$ cat src/hw/rcrs_pkg.sv
// constants and types shared by the reset cause and reset state logic
package rcrs_pkg;

	// program counter and pointer widths
	localparam int unsigned PC_W     = 21;
	localparam int unsigned TBLPTR_W = 22;
	localparam int unsigned SPTR_W   = 5;
	localparam int unsigned IRQ_W    = 8;

	typedef logic [PC_W-1:0]     rcrs_pc_t;
	typedef logic [TBLPTR_W-1:0] rcrs_tblptr_t;
	typedef logic [SPTR_W-1:0]   rcrs_sptr_t;
	typedef logic [IRQ_W-1:0]    rcrs_irq_t;

	// restart and resume addresses
	localparam rcrs_pc_t RESTART_ADDR = 21'h00000;
	localparam rcrs_pc_t HIGH_VECTOR  = 21'h00008;
	localparam rcrs_pc_t LOW_VECTOR   = 21'h00018;
	localparam rcrs_pc_t PC_STEP      = 21'h00002;

	// brown-out mode configuration that hands control to software
	localparam logic [1:0] BROWNOUT_CFG_SW = 2'h1;

	// register byte offsets
	localparam logic [11:0] OFS_RESET_CONTROL = 12'h000;
	localparam logic [11:0] OFS_STACK_POINTER = 12'h004;
	localparam logic [11:0] OFS_STACK_TOP     = 12'h008;
	localparam logic [11:0] OFS_PC_LATCH      = 12'h00C;
	localparam logic [11:0] OFS_PC_LOW_BYTE   = 12'h010;
	localparam logic [11:0] OFS_TABLE_POINTER = 12'h014;
	localparam logic [11:0] OFS_SCRATCH       = 12'h018;
	localparam logic [11:0] OFS_IRQ_STATUS    = 12'h01C;
	localparam logic [11:0] OFS_IRQ_MASK      = 12'h020;
	localparam logic [11:0] OFS_LAST_TARGET   = 12'h024;

	// field positions of the reset control register
	localparam int unsigned BIT_SW_BROWNOUT = 6;
	localparam int unsigned BIT_RESET_INSTR = 4;
	localparam int unsigned BIT_TIMEOUT     = 3;
	localparam int unsigned BIT_POWERDOWN   = 2;
	localparam int unsigned BIT_POWERON     = 1;
	localparam int unsigned BIT_BROWNOUT    = 0;

	// field positions of the stack pointer register
	localparam int unsigned BIT_STACK_FULL = 7;
	localparam int unsigned BIT_STACK_UNF  = 6;

	// field positions of the pc latch register
	localparam int unsigned LSB_PC_LATCH_UPPER = 8;

	// values after reset
	localparam logic [4:0]  RST_FLAGS   = 5'h1C;
	localparam logic [31:0] RST_SCRATCH = 32'h00000000;
	localparam rcrs_irq_t   RST_MASK    = 8'h00;

	// power modes reported by the core
	typedef enum logic [1:0]
	{
		PMODE_FULL  = 2'h0,
		PMODE_RUN   = 2'h1,
		PMODE_IDLE  = 2'h2,
		PMODE_SLEEP = 2'h3
	} rcrs_pmode_e;

	// one-cycle reset and wake source pulses, bit order = irq status order
	typedef struct packed
	{
		logic int_wake;
		logic stack_underflow;
		logic stack_overflow;
		logic reset_instr;
		logic watchdog_timer;
		logic master_clear_pin;
		logic brownout;
		logic poweron;
	} rcrs_events_s;

	// decoded cause of the current cycle, one-hot
	typedef enum logic [10:0]
	{
		CAUSE_NONE       = 11'h001,
		CAUSE_POWERON    = 11'h002,
		CAUSE_BROWNOUT   = 11'h004,
		CAUSE_MCLEAR     = 11'h008,
		CAUSE_WD_RESET   = 11'h010,
		CAUSE_WD_WAKE    = 11'h020,
		CAUSE_INSTR      = 11'h040,
		CAUSE_STK_FULL   = 11'h080,
		CAUSE_STK_UNF    = 11'h100,
		CAUSE_STK_UNF_ER = 11'h200,
		CAUSE_INT_WAKE   = 11'h400
	} rcrs_cause_e;

endpackage

$ cat src/hw/rcrs_top.sv
// reset cause flags and reset state of the core special registers
`timescale 1ns/1ps
`default_nettype none

module rcrs_top
	import rcrs_pkg::*;
(
	input  wire logic         i_clock,
	input  wire logic         i_reset,
	input  wire rcrs_events_s i_events,
	input  wire rcrs_pmode_e  i_power_mode,
	input  wire logic         i_stack_overflow_reset_enable,
	input  wire logic         i_high_prio_int_enable,
	input  wire logic         i_low_prio_int_enable,
	input  wire logic [1:0]   i_brownout_mode_cfg,
	input  wire rcrs_pc_t     i_pc_current,
	input  wire logic         i_psel,
	input  wire logic         i_penable,
	input  wire logic         i_pwrite,
	input  wire logic [11:0]  i_paddr,
	input  wire logic [31:0]  i_pwdata,
	output var  logic [31:0]  o_prdata,
	output var  logic         o_pready,
	output var  logic         o_pslverr,
	output var  logic         o_core_reset,
	output var  logic         o_pc_load,
	output var  rcrs_pc_t     o_pc_target,
	output var  logic         o_sw_brownout_enable,
	output var  logic         o_irq
);

	////////////////////////////////////////////////////////////////////////
	// cause decode

	// picks one cause per cycle, strongest source first
	function automatic rcrs_cause_e decode_cause(input rcrs_events_s ev,
		input rcrs_pmode_e pm, input logic stk_rst_en);
		logic lowpow;
		lowpow = (pm == PMODE_IDLE) || (pm == PMODE_SLEEP);
		if (ev.poweron)
			return CAUSE_POWERON;
		else if (ev.brownout)
			return CAUSE_BROWNOUT;
		else if (ev.master_clear_pin)
			return CAUSE_MCLEAR;
		else if (ev.watchdog_timer)
			return lowpow ? CAUSE_WD_WAKE : CAUSE_WD_RESET;
		else if (ev.reset_instr)
			return CAUSE_INSTR;
		else if (ev.stack_overflow && stk_rst_en)
			return CAUSE_STK_FULL;
		else if (ev.stack_underflow)
			return stk_rst_en ? CAUSE_STK_UNF : CAUSE_STK_UNF_ER;
		else if (ev.int_wake)
			return CAUSE_INT_WAKE;
		else
			return CAUSE_NONE;
	endfunction

	// true for every cause that restarts the core at the reset address
	function automatic logic is_restart(input rcrs_cause_e c);
		return (c == CAUSE_POWERON) || (c == CAUSE_BROWNOUT) ||
			(c == CAUSE_MCLEAR) || (c == CAUSE_WD_RESET) ||
			(c == CAUSE_INSTR) || (c == CAUSE_STK_FULL) ||
			(c == CAUSE_STK_UNF);
	endfunction

	rcrs_cause_e cause;
	logic        restart;
	logic        wake;
	logic        lowpow;
	logic        gie_any;
	logic        sw_mode;
	rcrs_pc_t    pc_plus2;

	// combinational view of the current event
	assign cause    = decode_cause(i_events, i_power_mode,
		i_stack_overflow_reset_enable);
	assign restart  = is_restart(cause);
	assign wake     = (cause == CAUSE_WD_WAKE) || (cause == CAUSE_INT_WAKE);
	assign lowpow   = (i_power_mode == PMODE_IDLE) ||
		(i_power_mode == PMODE_SLEEP);
	assign gie_any  = i_high_prio_int_enable | i_low_prio_int_enable;
	assign sw_mode  = (i_brownout_mode_cfg == BROWNOUT_CFG_SW);
	assign pc_plus2 = i_pc_current + PC_STEP;

	////////////////////////////////////////////////////////////////////////
	// apb slave

	logic        wr_en;
	logic        rd_hit;
	logic [31:0] rd_data;

	// a write lands at the completing edge only
	assign wr_en = i_psel & i_penable & i_pwrite & o_pready;

	// one wait state: ready rises on the second access cycle
	always_ff @(posedge i_clock)
	begin
		if (i_reset)
		begin
			o_pready  <= 1'b0;
			o_pslverr <= 1'b0;
			o_prdata  <= 32'h00000000;
		end
		else
		begin
			o_pready  <= i_psel & i_penable & ~o_pready;
			o_pslverr <= i_psel & i_penable & ~o_pready & ~rd_hit;
			if (i_psel & i_penable & ~o_pready & ~i_pwrite)
				o_prdata <= rd_data;
		end
	end

	////////////////////////////////////////////////////////////////////////
	// reset control flags

	logic       reset_instr_flag_n;
	logic       timeout_flag_n;
	logic       powerdown_flag_n;
	logic       poweron_flag_n;
	logic       brownout_flag_n;
	logic       sw_brownout_enable;
	logic       wr_reset_control_reg;

	assign wr_reset_control_reg = wr_en && (i_paddr == OFS_RESET_CONTROL);

	// cause flags; a hardware event wins over a software write
	always_ff @(posedge i_clock)
	begin
		if (i_reset)
			{reset_instr_flag_n, timeout_flag_n, powerdown_flag_n,
				poweron_flag_n, brownout_flag_n} <= RST_FLAGS;
		else
		begin
			case (cause)
				CAUSE_POWERON:
				begin
					reset_instr_flag_n <= 1'b1;
					timeout_flag_n     <= 1'b1;
					powerdown_flag_n   <= 1'b1;
					poweron_flag_n     <= 1'b0;
					brownout_flag_n    <= 1'b0;
				end
				CAUSE_BROWNOUT:
				begin
					reset_instr_flag_n <= 1'b1;
					timeout_flag_n     <= 1'b1;
					powerdown_flag_n   <= 1'b1;
					brownout_flag_n    <= 1'b0;
				end
				CAUSE_MCLEAR:
				begin
					if (i_power_mode != PMODE_FULL)
						timeout_flag_n <= 1'b1;
					if (lowpow)
						powerdown_flag_n <= 1'b0;
				end
				CAUSE_WD_RESET:
					timeout_flag_n <= 1'b0;
				CAUSE_WD_WAKE:
				begin
					timeout_flag_n   <= 1'b0;
					powerdown_flag_n <= 1'b0;
				end
				CAUSE_INSTR:
					reset_instr_flag_n <= 1'b0;
				CAUSE_INT_WAKE:
					powerdown_flag_n <= 1'b0;
				CAUSE_NONE:
				begin
					// software may rearm the flags it owns
					if (wr_reset_control_reg)
					begin
						reset_instr_flag_n <= i_pwdata[BIT_RESET_INSTR];
						poweron_flag_n     <= i_pwdata[BIT_POWERON];
						brownout_flag_n    <= i_pwdata[BIT_BROWNOUT];
					end
				end
				default:
				begin
					// stack causes leave the cause flags alone
				end
			endcase
		end
	end

	// software brown-out enable, meaningful only in software mode
	always_ff @(posedge i_clock)
	begin
		if (i_reset || cause == CAUSE_POWERON)
			sw_brownout_enable <= sw_mode;
		else if (restart && !sw_mode)
			sw_brownout_enable <= 1'b0;
		else if (wr_reset_control_reg && sw_mode && cause == CAUSE_NONE)
			sw_brownout_enable <= i_pwdata[BIT_SW_BROWNOUT];
	end

	// the enable reaches the brown-out circuit only in software mode
	always_ff @(posedge i_clock)
	begin
		if (i_reset)
			o_sw_brownout_enable <= 1'b0;
		else
			o_sw_brownout_enable <= sw_brownout_enable & sw_mode;
	end

	////////////////////////////////////////////////////////////////////////
	// stack pointer register

	logic       stack_full_flag;
	logic       stack_underflow_flag;
	rcrs_sptr_t stack_ptr;
	logic       wr_sptr;

	assign wr_sptr = wr_en && (i_paddr == OFS_STACK_POINTER);

	// error flags: set wins, software writes zero to clear
	always_ff @(posedge i_clock)
	begin
		if (i_reset || cause == CAUSE_POWERON)
		begin
			stack_full_flag      <= 1'b0;
			stack_underflow_flag <= 1'b0;
		end
		else
		begin
			if (cause == CAUSE_STK_FULL)
				stack_full_flag <= 1'b1;
			else if (wr_sptr)
				stack_full_flag <= i_pwdata[BIT_STACK_FULL];
			if (cause == CAUSE_STK_UNF || cause == CAUSE_STK_UNF_ER)
				stack_underflow_flag <= 1'b1;
			else if (wr_sptr)
				stack_underflow_flag <= i_pwdata[BIT_STACK_UNF];
		end
	end

	// pointer: cleared by resets, bumped by a vectored wake
	always_ff @(posedge i_clock)
	begin
		if (i_reset || restart)
			stack_ptr <= '0;
		else if (cause == CAUSE_INT_WAKE && gie_any)
			stack_ptr <= stack_ptr + 5'h01;
		else if (wr_sptr)
			stack_ptr <= i_pwdata[SPTR_W-1:0];
	end

	////////////////////////////////////////////////////////////////////////
	// core special registers

	rcrs_pc_t     stack_top;
	logic [4:0]   pc_latch_upper;
	logic [7:0]   pc_latch_high;
	logic [7:0]   pc_low_byte;
	rcrs_tblptr_t table_pointer;
	logic [31:0]  scratch;

	// zeroed by resets, mostly held across a wake
	always_ff @(posedge i_clock)
	begin
		if (i_reset || restart)
		begin
			stack_top      <= '0;
			pc_latch_upper <= '0;
			pc_latch_high  <= '0;
			pc_low_byte    <= '0;
			table_pointer  <= '0;
		end
		else if (wake)
		begin
			pc_low_byte <= pc_plus2[7:0];
			if (cause == CAUSE_INT_WAKE && gie_any)
				stack_top <= i_pc_current;
		end
		else if (wr_en)
		begin
			case (i_paddr)
				OFS_STACK_TOP:
					stack_top <= i_pwdata[PC_W-1:0];
				OFS_PC_LATCH:
				begin
					pc_latch_high  <= i_pwdata[7:0];
					pc_latch_upper <= i_pwdata[LSB_PC_LATCH_UPPER +: 5];
				end
				OFS_PC_LOW_BYTE:
					pc_low_byte <= i_pwdata[7:0];
				OFS_TABLE_POINTER:
					table_pointer <= i_pwdata[TBLPTR_W-1:0];
				default:
				begin
					// other offsets do not touch these registers
				end
			endcase
		end
	end

	// unaffected register: no reset source but the chip reset touches it
	always_ff @(posedge i_clock)
	begin
		if (i_reset)
			scratch <= RST_SCRATCH;
		else if (wr_en && i_paddr == OFS_SCRATCH)
			scratch <= i_pwdata;
	end

	////////////////////////////////////////////////////////////////////////
	// restart and resume strobes to the core

	// one-cycle strobes with the address to execute next
	always_ff @(posedge i_clock)
	begin
		if (i_reset)
		begin
			o_core_reset <= 1'b0;
			o_pc_load    <= 1'b0;
			o_pc_target  <= RESTART_ADDR;
		end
		else
		begin
			o_core_reset <= restart;
			o_pc_load    <= restart | wake;
			if (restart)
				o_pc_target <= RESTART_ADDR;
			else if (cause == CAUSE_INT_WAKE && i_high_prio_int_enable)
				o_pc_target <= HIGH_VECTOR;
			else if (cause == CAUSE_INT_WAKE && i_low_prio_int_enable)
				o_pc_target <= LOW_VECTOR;
			else if (wake)
				o_pc_target <= pc_plus2;
		end
	end

	////////////////////////////////////////////////////////////////////////
	// event interrupt

	rcrs_irq_t irq_status;
	rcrs_irq_t irq_mask;
	rcrs_irq_t irq_set;
	rcrs_irq_t irq_clr;

	assign irq_set = i_events;
	assign irq_clr = (wr_en && i_paddr == OFS_IRQ_STATUS) ?
		i_pwdata[IRQ_W-1:0] : '0;

	// sticky status, write one to clear, a new event wins
	always_ff @(posedge i_clock)
	begin
		if (i_reset)
		begin
			irq_status <= '0;
			irq_mask   <= RST_MASK;
			o_irq      <= 1'b0;
		end
		else
		begin
			irq_status <= (irq_status & ~irq_clr) | irq_set;
			if (wr_en && i_paddr == OFS_IRQ_MASK)
				irq_mask <= i_pwdata[IRQ_W-1:0];
			o_irq <= |(irq_status & irq_mask);
		end
	end

	////////////////////////////////////////////////////////////////////////
	// register read mux

	always_comb
	begin
		rd_hit  = 1'b1;
		rd_data = 32'h00000000;
		case (i_paddr)
			OFS_RESET_CONTROL:
			begin
				rd_data[BIT_SW_BROWNOUT] = sw_brownout_enable & sw_mode;
				rd_data[BIT_RESET_INSTR] = reset_instr_flag_n;
				rd_data[BIT_TIMEOUT]     = timeout_flag_n;
				rd_data[BIT_POWERDOWN]   = powerdown_flag_n;
				rd_data[BIT_POWERON]     = poweron_flag_n;
				rd_data[BIT_BROWNOUT]    = brownout_flag_n;
			end
			OFS_STACK_POINTER:
			begin
				rd_data[BIT_STACK_FULL] = stack_full_flag;
				rd_data[BIT_STACK_UNF]  = stack_underflow_flag;
				rd_data[SPTR_W-1:0]     = stack_ptr;
			end
			OFS_STACK_TOP:
				rd_data[PC_W-1:0] = stack_top;
			OFS_PC_LATCH:
			begin
				rd_data[7:0] = pc_latch_high;
				rd_data[LSB_PC_LATCH_UPPER +: 5] = pc_latch_upper;
			end
			OFS_PC_LOW_BYTE:
				rd_data[7:0] = pc_low_byte;
			OFS_TABLE_POINTER:
				rd_data[TBLPTR_W-1:0] = table_pointer;
			OFS_SCRATCH:
				rd_data = scratch;
			OFS_IRQ_STATUS:
				rd_data[IRQ_W-1:0] = irq_status;
			OFS_IRQ_MASK:
				rd_data[IRQ_W-1:0] = irq_mask;
			OFS_LAST_TARGET:
				rd_data[PC_W-1:0] = o_pc_target;
			default:
				rd_hit = 1'b0;
		endcase
	end
endmodule

`default_nettype wire

$ cat config.mk
export PLATFORM = sky130hd
export DESIGN_NAME = rcrs_top
export DESIGN_NICKNAME = d
export VERILOG_FILES = /design/src/hw/rcrs_pkg.sv /design/src/hw/rcrs_top.sv
export SDC_FILE = /design/constraint.sdc
export NUM_CORES = 1
export LEC_CHECK = 0
export BUFFER_PORTS_ARGS = -buffer_cell sky130_fd_sc_hd__buf_2
export CORE_UTILIZATION = 60
export DETAILED_ROUTE_END_ITERATION = 7
export PLACE_DENSITY = 0.84
export SETUP_SLACK_MARGIN = 0.1
export SKIP_CTS_REPAIR_TIMING = 1
export SLEW_MARGIN = 10
export SYNTH_ARGS = -nofsm -noshare
export SYNTH_HDL_FRONTEND = slang
export SYNTH_SLANG_ARGS = --single-unit
$ cat constraint.sdc
create_clock -name i_clock -period 4.3 [get_ports i_clock]
set_clock_uncertainty 0.1 [all_clocks]
set_input_delay 1.075 -clock i_clock [delete_from_list [all_inputs] [get_ports i_clock]]
set_output_delay 1.075 -clock i_clock [all_outputs]
set_load 0.02 [all_outputs]
==> flow_metrics.tcl <==
set metrics [dict create \
    core_area_sq_um 14000 \
    io_buffer_count 143 \
    crit_required_ns 4.55 \
    grt_overflow 0 \
    max_cap_violations 0 \
    antenna_found_initial 1 \
    vias 8643 \
    p_leak_nw 3.58 \
    ys.flop_type "dfxtp_1" \
    via_per_inst 6.57 \
    rsz0062_at_grt "false" \
    ir_drop_mv 0.291 \
    crit_path_max_fanout 22 \
    p_per_area_nw_per_um2 350 \
    min_from "o_prdata[31]" \
    layout_commonest_cell "nand2_1" \
    maxSlewViolCount 0 \
    clockBufferDepth 2 \
    synth_seq_area_share 0.422 \
    worst_pin_slew_ns 0.965 \
    hold_viol_final 0 \
    status "finished, final reports clean" \
    hold_class "reg -> reg" \
    relSlewSlack 0.357 \
    fin_crit_sh 0.780 \
    cts_root_buf "clkbuf_16" \
    wl_per_cell_um 21.7 \
    cts.sinks 184 \
    synth_enable_flop_cells 1 \
    end_kind "flip-flop" \
    fmax_mhz 298 \
    grt_pass1_vias 7657 \
    start_kind "input pin" \
    final_cell_mix "nand2_1, dfxtp_1, buf_2" \
    die_w_um 123 \
    grt_usage 0.381 \
    holdWs_ns 0.346 \
    htree_levels 4 \
    syn2layout_area_growth_pct 14.7 \
    grt_max_degree 86 \
    drt_first_pass_iters 6 \
    cts_tree "done" \
    nNetsFinal 1209 \
    setup_tns_ns 0 \
    syn-num-nets 1109 \
    ys_warn_count 0 \
    drcViolationCount 0 \
    grt_pass1_wl_um 42700 \
    dpl.hpwl_um 19700 \
    insertedDiodeCount 0 \
    die_h_um 123 \
    ys_types 71 \
    fill_cells 1109 \
    critPathKind "in -> reg" \
    r2r_cells 5 \
    setup_viol 0 \
    start_util 0.623 \
    synth_seq_cells 184 \
    drive_gt1_frac 0.215 \
    dr.first_iter.drc_count 1372 \
    holdPathStages 2 \
    ios 144 \
    dieArea_sq_um 15100 \
    gp_congestion 0.965 \
    async_flop_share 0 \
    worstReg2RegStart "o_pready" \
    ant_nets 0 \
    cts_buffers 17 \
    totalWireLength_um 28500 \
    rows 43 \
    fin_crit_ns 3.35 \
    arrival_ns 3.60 \
    clk_latency_ns 0.43 \
    crit_start "i_paddr[2]" \
    path_clk_slew_ns 0.07 \
    syn_area_sq_um 8750 \
    synth_area_per_cell_sq_um 8.56 \
    syn_inst 1022 \
]
metal layers:
layer	GRT usage	routed length, um	part of all wire
met5	0	11	0.00039
met4	0.141	688	0.024
met3	0.122	3870	0.14
met2	0.542	12300	0.43
met1	0.533	11600	0.41
critical path, stage by stage:
cell,delay [ns]
buf_2,0.45
and4bb_1,0.53
and3_1,0.48
nor4b_4,0.75
nand2_1,0.13
a21oi_1,0.18
through the flow:
stage	std cells	total power (W)	instance area [sq um]	utilization	setup slack [ns]
after floorplan	1022	0.00189	8750	-	1.45
after global placement	1283	0.00200	9460	0.673	0.664
after detailed placement	1283	0.00200	9460	0.673	0.649
after CTS	1315	0.00351	10000	0.715	1.07
after global routing	1315	0.00360	10000	0.715	0.824
final	1315	0.00352	10000	0.715	0.946
synth_stat cells (3+ instances only):
cell type / instances / share of area
a22o_1: 12 / 0.012
a211oi_1: 28 / 0.024
inv_1: 3 / 0.0013
and3_1: 9 / 0.0064
a21oi_1: 113 / 0.065
nand2_1: 196 / 0.084
a221oi_1: 19 / 0.019
and2_1: 5 / 0.0036
or2_2: 3 / 0.0021
nor3_1: 11 / 0.0063
mux2i_1: 52 / 0.059
a32oi_1: 5 / 0.0050
nor2_1: 88 / 0.038
a222oi_1: 3 / 0.0034
nand3_1: 28 / 0.016
a31oi_1: 4 / 0.0029
buf_4: 8 / 0.0069
nor4_4: 3 / 0.0073
nand4_1: 14 / 0.010
dfxtp_1: 183 / 0.42
a211oi_2: 19 / 0.027
xnor2_1: 5 / 0.0050
a22oi_1: 18 / 0.015
a311oi_1: 4 / 0.0040
nor4_1: 4 / 0.0029
clkbuf_1: 45 / 0.019
buf_6: 7 / 0.0090
a21o_1: 4 / 0.0034
nor2b_1: 7 / 0.0050
xor2_1: 12 / 0.012
and4_1: 11 / 0.011
buf_2: 22 / 0.013
mux2_2: 6 / 0.0077
o21ai_0: 22 / 0.013
logic make-up (layout without fill, tap and decap cells):
kind of cell / count (synthesis) / count (layout) / share of synthesized area
XOR/XNOR: 17 / 17 / 0.0170
adder cells (fa/ha/maj): 2 / 2 / 0.00286
AND/OR/NAND/NOR: 406 / 406 / 0.225
AO/OA/AOI/OAI: 268 / 268 / 0.212
multiplexers: 60 / 60 / 0.0723
buffers and inverters: 85 / 198 / 0.0490
flip-flops: 184 / 184 / 0.422
final timing paths:
check	to	slack, ns
setup / recovery	pc_latch_high[1]	0.95
hold / removal	o_prdata[31]	0.35
setup reg to reg	stack_top[10]	1.85
hold reg to reg	o_prdata[31]	0.35
state kept, by name (all words and copies together) (netlist names), 5 cells and up:
signal / flops
o_prdata: 32
scratch: 32
table_pointer: 22
o_pc_target: 21
stack_top: 21
irq_mask: 8
irq_status: 8
pc_latch_high: 8
pc_low_byte: 8
pc_latch_upper: 5
stack_ptr: 5
power breakdown:
| group | internal, W | switching (W) | leakage (nW) |
|---|---|---|---|
| combinational | 0.0000781 | 0.000165 | 1.81 |
| clock | 0.000853 | 0.000693 | 0.285 |
| sequential | 0.00172 | 0.0000112 | 1.49 |
| total | 0.00265 | 0.000869 | 3.58 |
final cells by class:
class / instances / area [sq um] / share of cell area
clock inverter: 12 / 116 / 0.0116
clock buffer: 20 / 467 / 0.0465
inverter: 3 / 11.3 / 0.00112
multi-input combinational: 753 / 4650 / 0.463
sequential: 184 / 3690 / 0.368
timing repair buffer: 163 / 878 / 0.0875
tap: 180 / 225 / 0.0224
(Power assumes the default switching activity.)
